<file path="src/verilog/slot_config_defs.vh">
// constants for the slot configuration bank and its address decode
// assumes a 32-bit classic wishbone slave with the word index in adr_i[7:2]
`ifndef SLOT_CONFIG_DEFS_VH
`define SLOT_CONFIG_DEFS_VH

// register indices, byte address is four times the index
`define IDX_ID_LOW 6'h00
`define IDX_ID_HIGH 6'h01
`define IDX_PLACEMENT 6'h02
`define IDX_APERTURE 6'h04
`define IDX_LOOKUP_ADDR 6'h08
`define IDX_LOOKUP_CTRL 6'h09
`define IDX_LOOKUP_RESULT 6'h0a
`define IDX_STATUS 6'h0b

// decode_placement_config fields
`define BIT_DECODE_EN 0
`define BIT_INST_LO 1
`define BIT_INST_HI 3
`define BIT_ROM_LO 4
`define BIT_ROM_HI 7

// video_aperture_config fields
`define BIT_APERTURE_EN 0
`define BIT_VMBASE_LO 1
`define BIT_VMBASE_HI 7

// reset values, decode stays off until the straps are captured
`define RST_PLACEMENT 8'h00
`define RST_APERTURE 8'h00
`define RST_LOOKUP_ADDR 32'h00000000
`define RST_LOOKUP_CTRL 1'b0

// io bank: 16 registers from 2100 hex, 10 hex apart
`define IO_BANK_TOP 9'h042
// rom blocks: 8 Kbyte each from c0000 hex
`define ROM_AREA_TOP 15'h0006
// final 1 Kbyte of a rom block holds the coprocessor banks
`define COPROC_SECTION 3'h7

// result bit positions
`define HIT_IO 0
`define HIT_ROM 1
`define HIT_COPROC 2
`define HIT_APERTURE 3

// cycles the strap synchroniser needs before capture
`define STRAP_SETTLE 2'h3

`endif
</file>
<file path="src/verilog/slot_config_address_decode.v">
// slot configuration registers and the address decode they steer
// assumes a classic wishbone master on clk_i, straps that are quasi-static
// pins, and a host address stream clocked on clk_i
`timescale 1ns/1ns
`include "slot_config_defs.vh"

module slot_config_address_decode #(
    parameter [7:0] ID_LOW = 8'h5a, // arbitrary value, not a maker's code
    parameter [7:0] ID_HIGH = 8'h3c // arbitrary value, not a maker's code
) (
    input wire clk_i,
    input wire rst_i,
    input wire cyc_i,
    input wire stb_i,
    input wire we_i,
    input wire [7:0] adr_i,
    input wire [3:0] sel_i,
    input wire [31:0] dat_i,
    output reg [31:0] dat_o,
    output reg ack_o,
    input wire [7:0] strap_placement_i,
    input wire [7:0] strap_aperture_i,
    input wire host_valid_i,
    input wire host_io_i,
    input wire [31:0] host_addr_i,
    output reg host_done_o,
    output reg io_hit_o,
    output reg rom_hit_o,
    output reg coproc_hit_o,
    output reg aperture_hit_o,
    output reg [3:0] io_reg_o,
    output reg [6:0] coproc_reg_o
);

    // address matchers, one per window the host can hit

    // io bank: 16 registers at 2100 hex plus 10 hex per instance
    function io_match;
        input [31:0] addr;
        input [2:0] inst;
        begin
            io_match = (addr[31:16] == 16'h0000)
                && (addr[15:7] == `IO_BANK_TOP)
                && (addr[6:4] == inst);
        end
    endfunction

    // the 8 Kbyte block picked by the rom select
    function rom_block;
        input [31:0] addr;
        input [3:0] rom;
        begin
            rom_block = (addr[31:17] == `ROM_AREA_TOP)
                && (addr[16:13] == rom);
        end
    endfunction

    // first 7 Kbyte of the block belong to the rom
    function rom_match;
        input [31:0] addr;
        input [3:0] rom;
        begin
            rom_match = rom_block(addr, rom)
                && (addr[12:10] != `COPROC_SECTION);
        end
    endfunction

    // last Kbyte, one 128-byte section per instance
    function coproc_match;
        input [31:0] addr;
        input [3:0] rom;
        input [2:0] inst;
        begin
            coproc_match = rom_block(addr, rom)
                && (addr[12:10] == `COPROC_SECTION)
                && (addr[9:7] == inst);
        end
    endfunction

    // 4 Mbyte window: seven base bits, then the instance
    function aperture_match;
        input [31:0] addr;
        input [7:0] apert;
        input [2:0] inst;
        begin
            aperture_match = apert[`BIT_APERTURE_EN]
                && (addr[31:25] == apert[`BIT_VMBASE_HI:`BIT_VMBASE_LO])
                && (addr[24:22] == inst);
        end
    endfunction

    // decode one address against the captured placement
    function [3:0] decode;
        input [31:0] addr;
        input is_io;
        input [7:0] place;
        input [7:0] apert;
        reg [2:0] inst;
        reg [3:0] rom;
        begin
            inst = place[`BIT_INST_HI:`BIT_INST_LO];
            rom = place[`BIT_ROM_HI:`BIT_ROM_LO];
            decode = 4'h0;
            if (is_io) begin
                decode[`HIT_IO] = io_match(addr, inst);
            end else begin
                decode[`HIT_ROM] = rom_match(addr, rom);
                decode[`HIT_COPROC] = coproc_match(addr, rom, inst);
                decode[`HIT_APERTURE] = aperture_match(addr, apert, inst);
            end
            // with decode off only the configuration registers answer
            if (!place[`BIT_DECODE_EN]) begin
                decode = 4'h0;
            end
        end
    endfunction

    // byte lanes of a write land only where sel_i is set
    function [31:0] merge_lanes;
        input [31:0] old;
        input [31:0] data;
        input [3:0] sel;
        integer b;
        begin
            merge_lanes = old;
            for (b = 0; b < 4; b = b + 1) begin
                if (sel[b]) begin
                    merge_lanes[b*8 +: 8] = data[b*8 +: 8];
                end
            end
        end
    endfunction

    // strap synchroniser, first stage read only by the second
    // straps are slow pins, so two flops keep metastability out of the decode
    reg [7:0] place_meta;
    reg [7:0] place_sync;
    reg [7:0] apert_meta;
    reg [7:0] apert_sync;

    always @(posedge clk_i) begin
        place_meta <= strap_placement_i;
        place_sync <= place_meta;
        apert_meta <= strap_aperture_i;
        apert_sync <= apert_meta;
    end

    // configuration is captured once after reset and then frozen;
    // later strap moves are ignored, so a placement change needs a reset
    localparam [1:0] ST_SETTLE = 2'b01;
    localparam [1:0] ST_FROZEN = 2'b10;

    reg [7:0] placement;
    reg [7:0] aperture;
    reg [1:0] settle;
    reg [1:0] state;
    reg [1:0] next_state;
    wire captured;

    assign captured = (state == ST_FROZEN);

    // settle covers the two synchroniser flops with a cycle to spare
    always @* begin
        next_state = state;
        case (state)
            ST_SETTLE: begin
                if (settle == `STRAP_SETTLE) begin
                    next_state = ST_FROZEN;
                end
            end
            ST_FROZEN: begin
                next_state = ST_FROZEN;
            end
            default: begin
                next_state = ST_SETTLE;
            end
        endcase
    end

    always @(posedge clk_i) begin
        if (rst_i) begin
            state <= ST_SETTLE;
            settle <= 2'h0;
            placement <= `RST_PLACEMENT;
            aperture <= `RST_APERTURE;
        end else begin
            state <= next_state;
            if (state == ST_SETTLE) begin
                settle <= settle + 2'h1;
            end
            if ((state == ST_SETTLE) && (next_state == ST_FROZEN)) begin
                placement <= place_sync;
                aperture <= apert_sync;
            end
        end
    end

    // register bus
    wire [5:0] index;
    wire bus_req;
    wire wr_low;
    reg [31:0] lookup_addr;
    reg lookup_io;
    reg [31:0] next_dat;
    wire [3:0] lookup_result;

    assign index = adr_i[7:2];
    assign bus_req = cyc_i && stb_i && !ack_o;
    // a write lands at the edge that shows ack to the master,
    // the one edge at which the master counts it as done
    assign wr_low = cyc_i && stb_i && we_i && ack_o;
    assign lookup_result = decode(lookup_addr, lookup_io, placement, aperture);

    // 8-bit registers sit in byte lane 0, upper bits read zero
    // placement and aperture reads come from captured straps, never from the bus
    always @* begin
        next_dat = 32'h00000000;
        case (index)
            `IDX_ID_LOW: begin
                next_dat[7:0] = ID_LOW;
            end
            `IDX_ID_HIGH: begin
                next_dat[7:0] = ID_HIGH;
            end
            `IDX_PLACEMENT: begin
                next_dat[7:0] = placement;
            end
            `IDX_APERTURE: begin
                next_dat[7:0] = aperture;
            end
            `IDX_LOOKUP_ADDR: begin
                next_dat = lookup_addr;
            end
            `IDX_LOOKUP_CTRL: begin
                next_dat[0] = lookup_io;
            end
            `IDX_LOOKUP_RESULT: begin
                next_dat[3:0] = lookup_result;
            end
            `IDX_STATUS: begin
                next_dat[0] = captured;
            end
            default: begin
                next_dat = 32'h00000000;
            end
        endcase
    end

    // every access is answered one cycle later, unmapped ones read zero
    always @(posedge clk_i) begin
        if (rst_i) begin
            ack_o <= 1'b0;
            dat_o <= 32'h00000000;
        end else begin
            ack_o <= bus_req;
            if (bus_req && !we_i) begin
                dat_o <= next_dat;
            end
        end
    end

    // only the lookup registers take writes; configuration ignores them
    always @(posedge clk_i) begin
        if (rst_i) begin
            lookup_addr <= `RST_LOOKUP_ADDR;
            lookup_io <= `RST_LOOKUP_CTRL;
        end else if (wr_low) begin
            if (index == `IDX_LOOKUP_ADDR) begin
                lookup_addr <= merge_lanes(lookup_addr, dat_i, sel_i);
            end
            if ((index == `IDX_LOOKUP_CTRL) && sel_i[0]) begin
                lookup_io <= dat_i[0];
            end
        end
    end
    // writes to indices 0..4 fall through untouched

    // host decode path, one registered answer per valid address
    wire [3:0] host_result;
    reg next_io_hit;
    reg next_rom_hit;
    reg next_coproc_hit;
    reg next_aperture_hit;
    reg [3:0] next_io_reg;
    reg [6:0] next_coproc_reg;

    assign host_result = decode(host_addr_i, host_io_i, placement, aperture);

    // hits are held low between requests so a stale match never lingers
    always @* begin
        next_io_hit = 1'b0;
        next_rom_hit = 1'b0;
        next_coproc_hit = 1'b0;
        next_aperture_hit = 1'b0;
        next_io_reg = io_reg_o;
        next_coproc_reg = coproc_reg_o;
        if (host_valid_i) begin
            next_io_hit = host_result[`HIT_IO];
            next_rom_hit = host_result[`HIT_ROM];
            next_coproc_hit = host_result[`HIT_COPROC];
            next_aperture_hit = host_result[`HIT_APERTURE];
            next_io_reg = host_addr_i[3:0];
            next_coproc_reg = host_addr_i[6:0];
        end
    end

    // done pulses even with decode off, so the host can tell a miss from a stall
    always @(posedge clk_i) begin
        if (rst_i) begin
            host_done_o <= 1'b0;
            io_hit_o <= 1'b0;
            rom_hit_o <= 1'b0;
            coproc_hit_o <= 1'b0;
            aperture_hit_o <= 1'b0;
            io_reg_o <= 4'h0;
            coproc_reg_o <= 7'h00;
        end else begin
            host_done_o <= host_valid_i;
            io_hit_o <= next_io_hit;
            rom_hit_o <= next_rom_hit;
            coproc_hit_o <= next_coproc_hit;
            aperture_hit_o <= next_aperture_hit;
            io_reg_o <= next_io_reg;
            coproc_reg_o <= next_coproc_reg;
        end
    end

endmodule

</file>
<file path="config.mk">
export PLATFORM = sky130hd
export DESIGN_NAME = slot_config_address_decode
export DESIGN_NICKNAME = d
export VERILOG_FILES = /design/src/verilog/slot_config_address_decode.v
export VERILOG_INCLUDE_DIRS = /design/src /design/src/verilog
export SDC_FILE = /design/constraint.sdc
export NUM_CORES = 1
export LEC_CHECK = 0
export BUFFER_PORTS_ARGS = -buffer_cell sky130_fd_sc_hd__clkbuf_2
export CAP_MARGIN = 20
export CORE_MARGIN = 5
export CORE_UTILIZATION = 46
export CTS_CLUSTER_DIAMETER = 100
export DETAILED_ROUTE_END_ITERATION = 7
export GPL_TIMING_DRIVEN = 0
export PLACE_DENSITY = 0.75
export SLEW_MARGIN = 40
export SYNTH_ARGS = -nofsm -noshare
export SYNTH_HDL_FRONTEND = slang
export SYNTH_SLANG_ARGS = --single-unit
</file>
<file path="constraint.sdc">
create_clock -name clk_i -period 1.9 [get_ports clk_i]
set_input_delay 0 -clock clk_i [delete_from_list [all_inputs] [get_ports clk_i]]
set_output_delay 0 -clock clk_i [all_outputs]
set_load 0.005 [all_outputs]
</file>
After elaboration in Yosys (flattened, before gate mapping) --
Index checks and enable logic that the tools add are counted.
Storage, ports and cells: output and inout port bits 49, input port bits 99, register bits after elaboration 134
Operators by class: bitwise operators 3, equality and inequality tests 29, multiplexer cells 9, reductions and logical operators 35, add/sub/neg operators 1
Operator list (number):
- logical NOT 16 bit | 2
- equality test 15 x 3 -> 1 bit, second input constant | 2
- equality test 6 x 4 -> 1 bit, second input constant | 4
- two-way mux 24 bit | 1
- logical AND 1 bit | 23
- one-hot mux 4 bit (5 select lines) | 1
- equality test 3 bit | 6
- equality test 9 x 7 -> 1 bit, second input constant | 2
- one-hot mux 3 bit (6 select lines) | 1
- equality test 7 bit | 2
- AND reduction 3 bit | 4
- equality test 4 bit | 2
- OR reduction 4 bit | 2
- equality test 2 bit, second input constant | 3
- equality test 3 bit, second input constant | 2
- equality test 6 x 1 -> 1 bit, second input constant | 1
- equality test 6 x 2 -> 1 bit, second input constant | 1
- equality test 6 x 3 -> 1 bit, second input constant | 1
- logical NOT 6 bit | 1
- inequality test 3 bit, second input constant | 2
- one-hot mux 1 bit (6 select lines) | 1
- two-way mux 4 bit | 1
- one-hot mux 2 bit (2 select lines) | 1
- two-way mux 3 bit | 1
- other kinds (7) | 10

Logic depth before layout (Yosys ltp) --
depth in word-level cells 7, depth in mapped cells 8, gate-level depth less buffers 7

Worst setup path before layout --
No wires, ideal clock.
kind register to register, start point register state[0], end point register placement[1], path buffers 1, setup slack -21 ps, arrival time 1794 ps, period minus slack after synthesis 1921 ps, stages on the path, launching flop included 9, cell sequence dfxtp_1 inv_1 ha_1 inv_1 a21oi_1 o21ai_1 buf_2 mux2i_1 nor2_1
Between the ends: longest elaborated chain between the ends 4
RTL lines:
- from (decl) | line slot_config_address_decode.v:156 | reg [1:0] state;
- from (signal assigned) | line slot_config_address_decode.v:187 | state <= next_state;
- equality test 2 bit (tied with other cells) | line slot_config_address_decode.v:165 | case (state)
- one-hot mux 2 bit (2 select lines) | line slot_config_address_decode.v:165
- equality test 2 bit | line slot_config_address_decode.v:191 | if ((state == ST_SETTLE) && (next_state == ST_FROZEN)) begin
- logical AND 1 bit * | line slot_config_address_decode.v:191
- to (signal assigned) | line slot_config_address_decode.v:184 | placement <= `RST_PLACEMENT;
- to (signal assigned) | line slot_config_address_decode.v:192 | placement <= place_sync;
- to (decl) | line slot_config_address_decode.v:153 | reg [7:0] placement;
Every way passes the cells marked *; elsewhere a longest branch is shown, timed or not. A chain may end at the register's enable or synchronous reset.

Worst setup path after layout --
start point register ack_o, end point register lookup_addr[2]
Between the ends: longest elaborated chain between the ends 2
RTL lines:
- from (decl) | line slot_config_address_decode.v:20 | output reg ack_o,
- from (signal assigned) | line slot_config_address_decode.v:255 | ack_o <= bus_req;
- logical AND 1 bit | line slot_config_address_decode.v:211 | assign wr_low = cyc_i && stb_i && we_i && ack_o;
- AND reduction 3 bit (no source line)
- to (signal assigned) | line slot_config_address_decode.v:265 | lookup_addr <= `RST_LOOKUP_ADDR;
- to (signal assigned) | line slot_config_address_decode.v:269 | lookup_addr <= merge_lanes(lookup_addr, dat_i, sel_i);
- to (decl) | line slot_config_address_decode.v:202 | reg [31:0] lookup_addr;
No other way between the ends.

==> impl_metrics.env <==
export IMPL_slew_viol_final=0
export IMPL_cap_violations=0
export IMPL_min_period_over_period_pct=91.9
export IMPL_dpl_hpwl_um=11200
export IMPL_power_leakage_nw=3.22
export IMPL_dr_wl_met2_um=8840
export IMPL_async_reset_ff_share_pct=0
export IMPL_ir_drop_mv=0.569
export IMPL_netSwitchingFraction_pct=25.5
export IMPL_reg2reg_slack_ns=0.15
export IMPL_routedWlPerCell_um=18.6
export IMPL_slowest_stage="nor3_4"
export IMPL_critPathMaxFanout=9
export IMPL_fp_dieW_um=115
export IMPL_timing_rr_start="ack_o$_SDFF_PP0_"
export IMPL_clockPowerShare_pct=45.3
export IMPL_synth_ff_type="dfxtp_1"
export IMPL_ys_ff_latch=130
export IMPL_hold_end="lookup_addr[19]$_SDFFE_PP0P_"
export IMPL_top_layer="met4"
export IMPL_core_um2=10800
export IMPL_die_y_um=115
export IMPL_slew_headroom_pct=50.8
export IMPL_clockBufferDepth=2
export IMPL_grt_max_degree=17
export IMPL_critPathMaxStageDelay_ns=0.45
export IMPL_yosysTopAreaCellShare_pct=51.0
export IMPL_drive_gt1_share_pct=24.9
export IMPL_synthTopCellsByArea="dfxtp_1 51%, xnor2_1 5.0%, mux2i_1 4.9%, nor2_1 4.4%, nand3_1 4.1%"
export IMPL_finalClockSkew_ns=0.00743
export IMPL_synth_most_common_cell="dfxtp_1"
export IMPL_worstPathArrival_ns=2.14
export IMPL_sequentialPowerShare_pct=41.8
export IMPL_switchingPower_mw=1.82
export IMPL_min_path_type="input pin to flip-flop"
export IMPL_grt_pass1_wl_um=28000
export IMPL_timing_rr_end="lookup_addr[2]$_SDFFE_PP0P_"
export IMPL_routed_wl_um=17800
export IMPL_dpl_instance_area_um2=5980
export IMPL_yosys_top_cells_count="130 x dfxtp_1, 60 x nor2_1, 51 x nand2_1"
export IMPL_routabilityCongestion=0.919
export IMPL_cp_start_kind="flip-flop"
export IMPL_drt_first_iter_violations=459
export IMPL_rr_worst_depth=5
export IMPL_min_from="cyc_i"
export IMPL_htree_num_levels=4
export IMPL_ys_seq_area_share_pct=51.0
export IMPL_crit_chain="nand4_1, nor3_4, nand2_1, nand2_1, a21oi_1"
export IMPL_worstPathRequired_ns=2.29
export IMPL_power_density_nw_per_um2=937
export IMPL_avgViaCountPerCell=5.44
export IMPL_cts_made_buffers=17
export IMPL_postSynthCellCount=543
export IMPL_stdcell_area_um2=7600
export IMPL_synth_cell_types=51
export IMPL_combPwrFrac_pct=12.9
export IMPL_synth_edff_count=0
export IMPL_period_minus_slack_ns=1.75
export IMPL_antenna_left=0
export IMPL_drc=0
export IMPL_fmax_ghz=0.573
export IMPL_avgSynthCellArea_um2=9.40
export IMPL_start_util_pct=47.1
export IMPL_fin_setup_tns_ns=0
export IMPL_crit_path_end_kind="flip-flop"
export IMPL_rsz0062_at_grt="true"
export IMPL_track_usage_pct=27.4
export IMPL_setup_ws_ns=0.155
export IMPL_syn_area_um2=5100
export IMPL_critical_path_most_common_cell="nand2_1"
export IMPL_hold_depth=5
export IMPL_yosysTopAreaCell="dfxtp_1"
export IMPL_tightest_slew_ns=0.731
export IMPL_intPower_mw=5.31
export IMPL_rows=38
export IMPL_wl_met3_um=1520
export IMPL_vias=5194
export IMPL_wl_met1_um=6690
export IMPL_hold_violations=0
export IMPL_io_pins=148
export IMPL_grt_pass1_vias=5442
export IMPL_cts_sinks=130
export IMPL_status="complete, no violations"
export IMPL_cts_tree="yes"
export IMPL_clk_latency_ns=0.53
export IMPL_dieArea_um2=13300
export IMPL_io_buffers=139
export IMPL_dr_pass1_iters=6
export IMPL_cts_root_buf="clkbuf_8"
export IMPL_path_class="flip-flop to flip-flop"
export IMPL_gr_total_overflow=0
export IMPL_setup_viol=0
export IMPL_antenna_found_initial=0
export IMPL_area_growth_pct=49.0
export IMPL_clkTransAtPathRegs_ns=0.06
export IMPL_ys_warn_count=0
export IMPL_dpl_worst_slack_ns=-0.0805
export IMPL_final_nets=903
export IMPL_syn_nets=645
export IMPL_antennaDiodeCount=0
-- sequential cells by signal, summed over array words and instances (netlist names), 2 cells and up --
register / cells
apert_sync: 8
apert_meta: 8
aperture: 8
place_meta: 8
settle: 2
place_sync: 8
placement: 8
lookup_addr: 32
io_reg_o: 3
dat_o: 32
coproc_reg_o: 4
state: 2
-- routing by layer --
metal  global-route usage [%]  vias up
met2                     46.8      302
met5                        0        -
li1                         -     2438
met3                     6.21       66
met1                     31.5     2388
met4                     15.6        0
-- layout by cell type, fill, tap and decap left out, types with 5 or more instances in the layout --
master and count:
dlygate4sd3_1 99, nand3_1 42, clkbuf_16 16, dfxtp_1 130, nor4_1 12, a211oi_1 5, xnor2_1 29, clkbuf_1 15
clkbuf_2 140, xor2_1 12, a22oi_1 27, buf_4 11, nand4_1 8, nor2b_1 5, buf_2 7, mux2i_1 25
nand2_1 51, nor2_1 60, a21oi_1 39, nor3_1 12
-- repair_timing --
action | CTS | global route
gates cloned | 0 | 0
pin swaps | 0 | 2
buffers inserted | 0 | 4
hold endpoints to repair | 66 | 0
gates resized for setup | 3 | 4
setup endpoints to repair | 30 | 27
hold buffers | 99 | 0
-- stage by stage --
stage                     power, mW  hold WS [ns]  cells  util [%]
after floorplan                3.44        0.0277    543         -
after global placement         3.68         0.103    822      55.1
after detailed placement       3.71         0.104    822      55.1
after CTS                      7.07        0.0131    953      69.9
after global routing           7.36        0.0590    954      70.2
final                          7.13        0.0343    954      70.2
-- power by group through the flow --
stage               sequential [mW]  clock [mW]  combinational (mW)
global route                   2.99        3.37               0.993
global placement               3.00           0               0.673
finish                         2.98        3.23               0.920
detailed placement             3.01           0               0.704
CTS                            2.95        3.22               0.893
floorplan                      2.97           0               0.476
-- cell families after synthesis --
logic type | after synthesis | synth area share (%)
mux | 26 | 5.13
compound gates | 89 | 11.5
simple gates | 214 | 20.5
buf+inv | 40 | 4.02
fa+ha+maj | 3 | 0.736
xor+xnor | 41 | 7.04
flops | 130 | 51.0
-- area by class of cell --
| class | count | area (um^2) |
|---|---|---|
| Fill cell | 780 | 3240 |
| Sequential cell | 130 | 2600 |
| Multi-Input combinational cell | 373 | 2320 |
| Timing Repair Buffer | 242 | 1720 |
| Clock buffer | 20 | 455 |
| Buffer | 33 | 183 |
| Tap cell | 140 | 175 |
| Clock inverter | 12 | 133 |
| Inverter | 4 | 15.0 |
-- worst max path at each step --
| stage | slack (ns) | start | to |
|---|---|---|---|
| floorplan | 0.16 | state[0]$_SDFF_PP1_ | placement[1]$_SDFFE_PP0P_ |
| global route | -0.02 | lookup_addr[20]$_SDFFE_PP0P_ | dat_o[0]$_SDFFE_PP0P_ |
| global placement | -0.03 | adr_i[4] | lookup_addr[6]$_SDFFE_PP0P_ |
| detailed placement | -0.08 | adr_i[4] | lookup_addr[7]$_SDFFE_PP0P_ |
| CTS | 0.03 | placement[3]$_SDFFE_PP0P_ | dat_o[3]$_SDFFE_PP0P_ |
| finish | 0.15 | ack_o$_SDFF_PP0_ | lookup_addr[2]$_SDFFE_PP0P_ |
-- critical path: cells and delay by family, from the launching register on --
family | cells | cell delay, ns
AND/OR/NAND/NOR | 4 | 1.14
AO/OA/AOI/OAI | 1 | 0.08
flip-flops | 1 | 0.38
(Power assumes the default switching activity.)
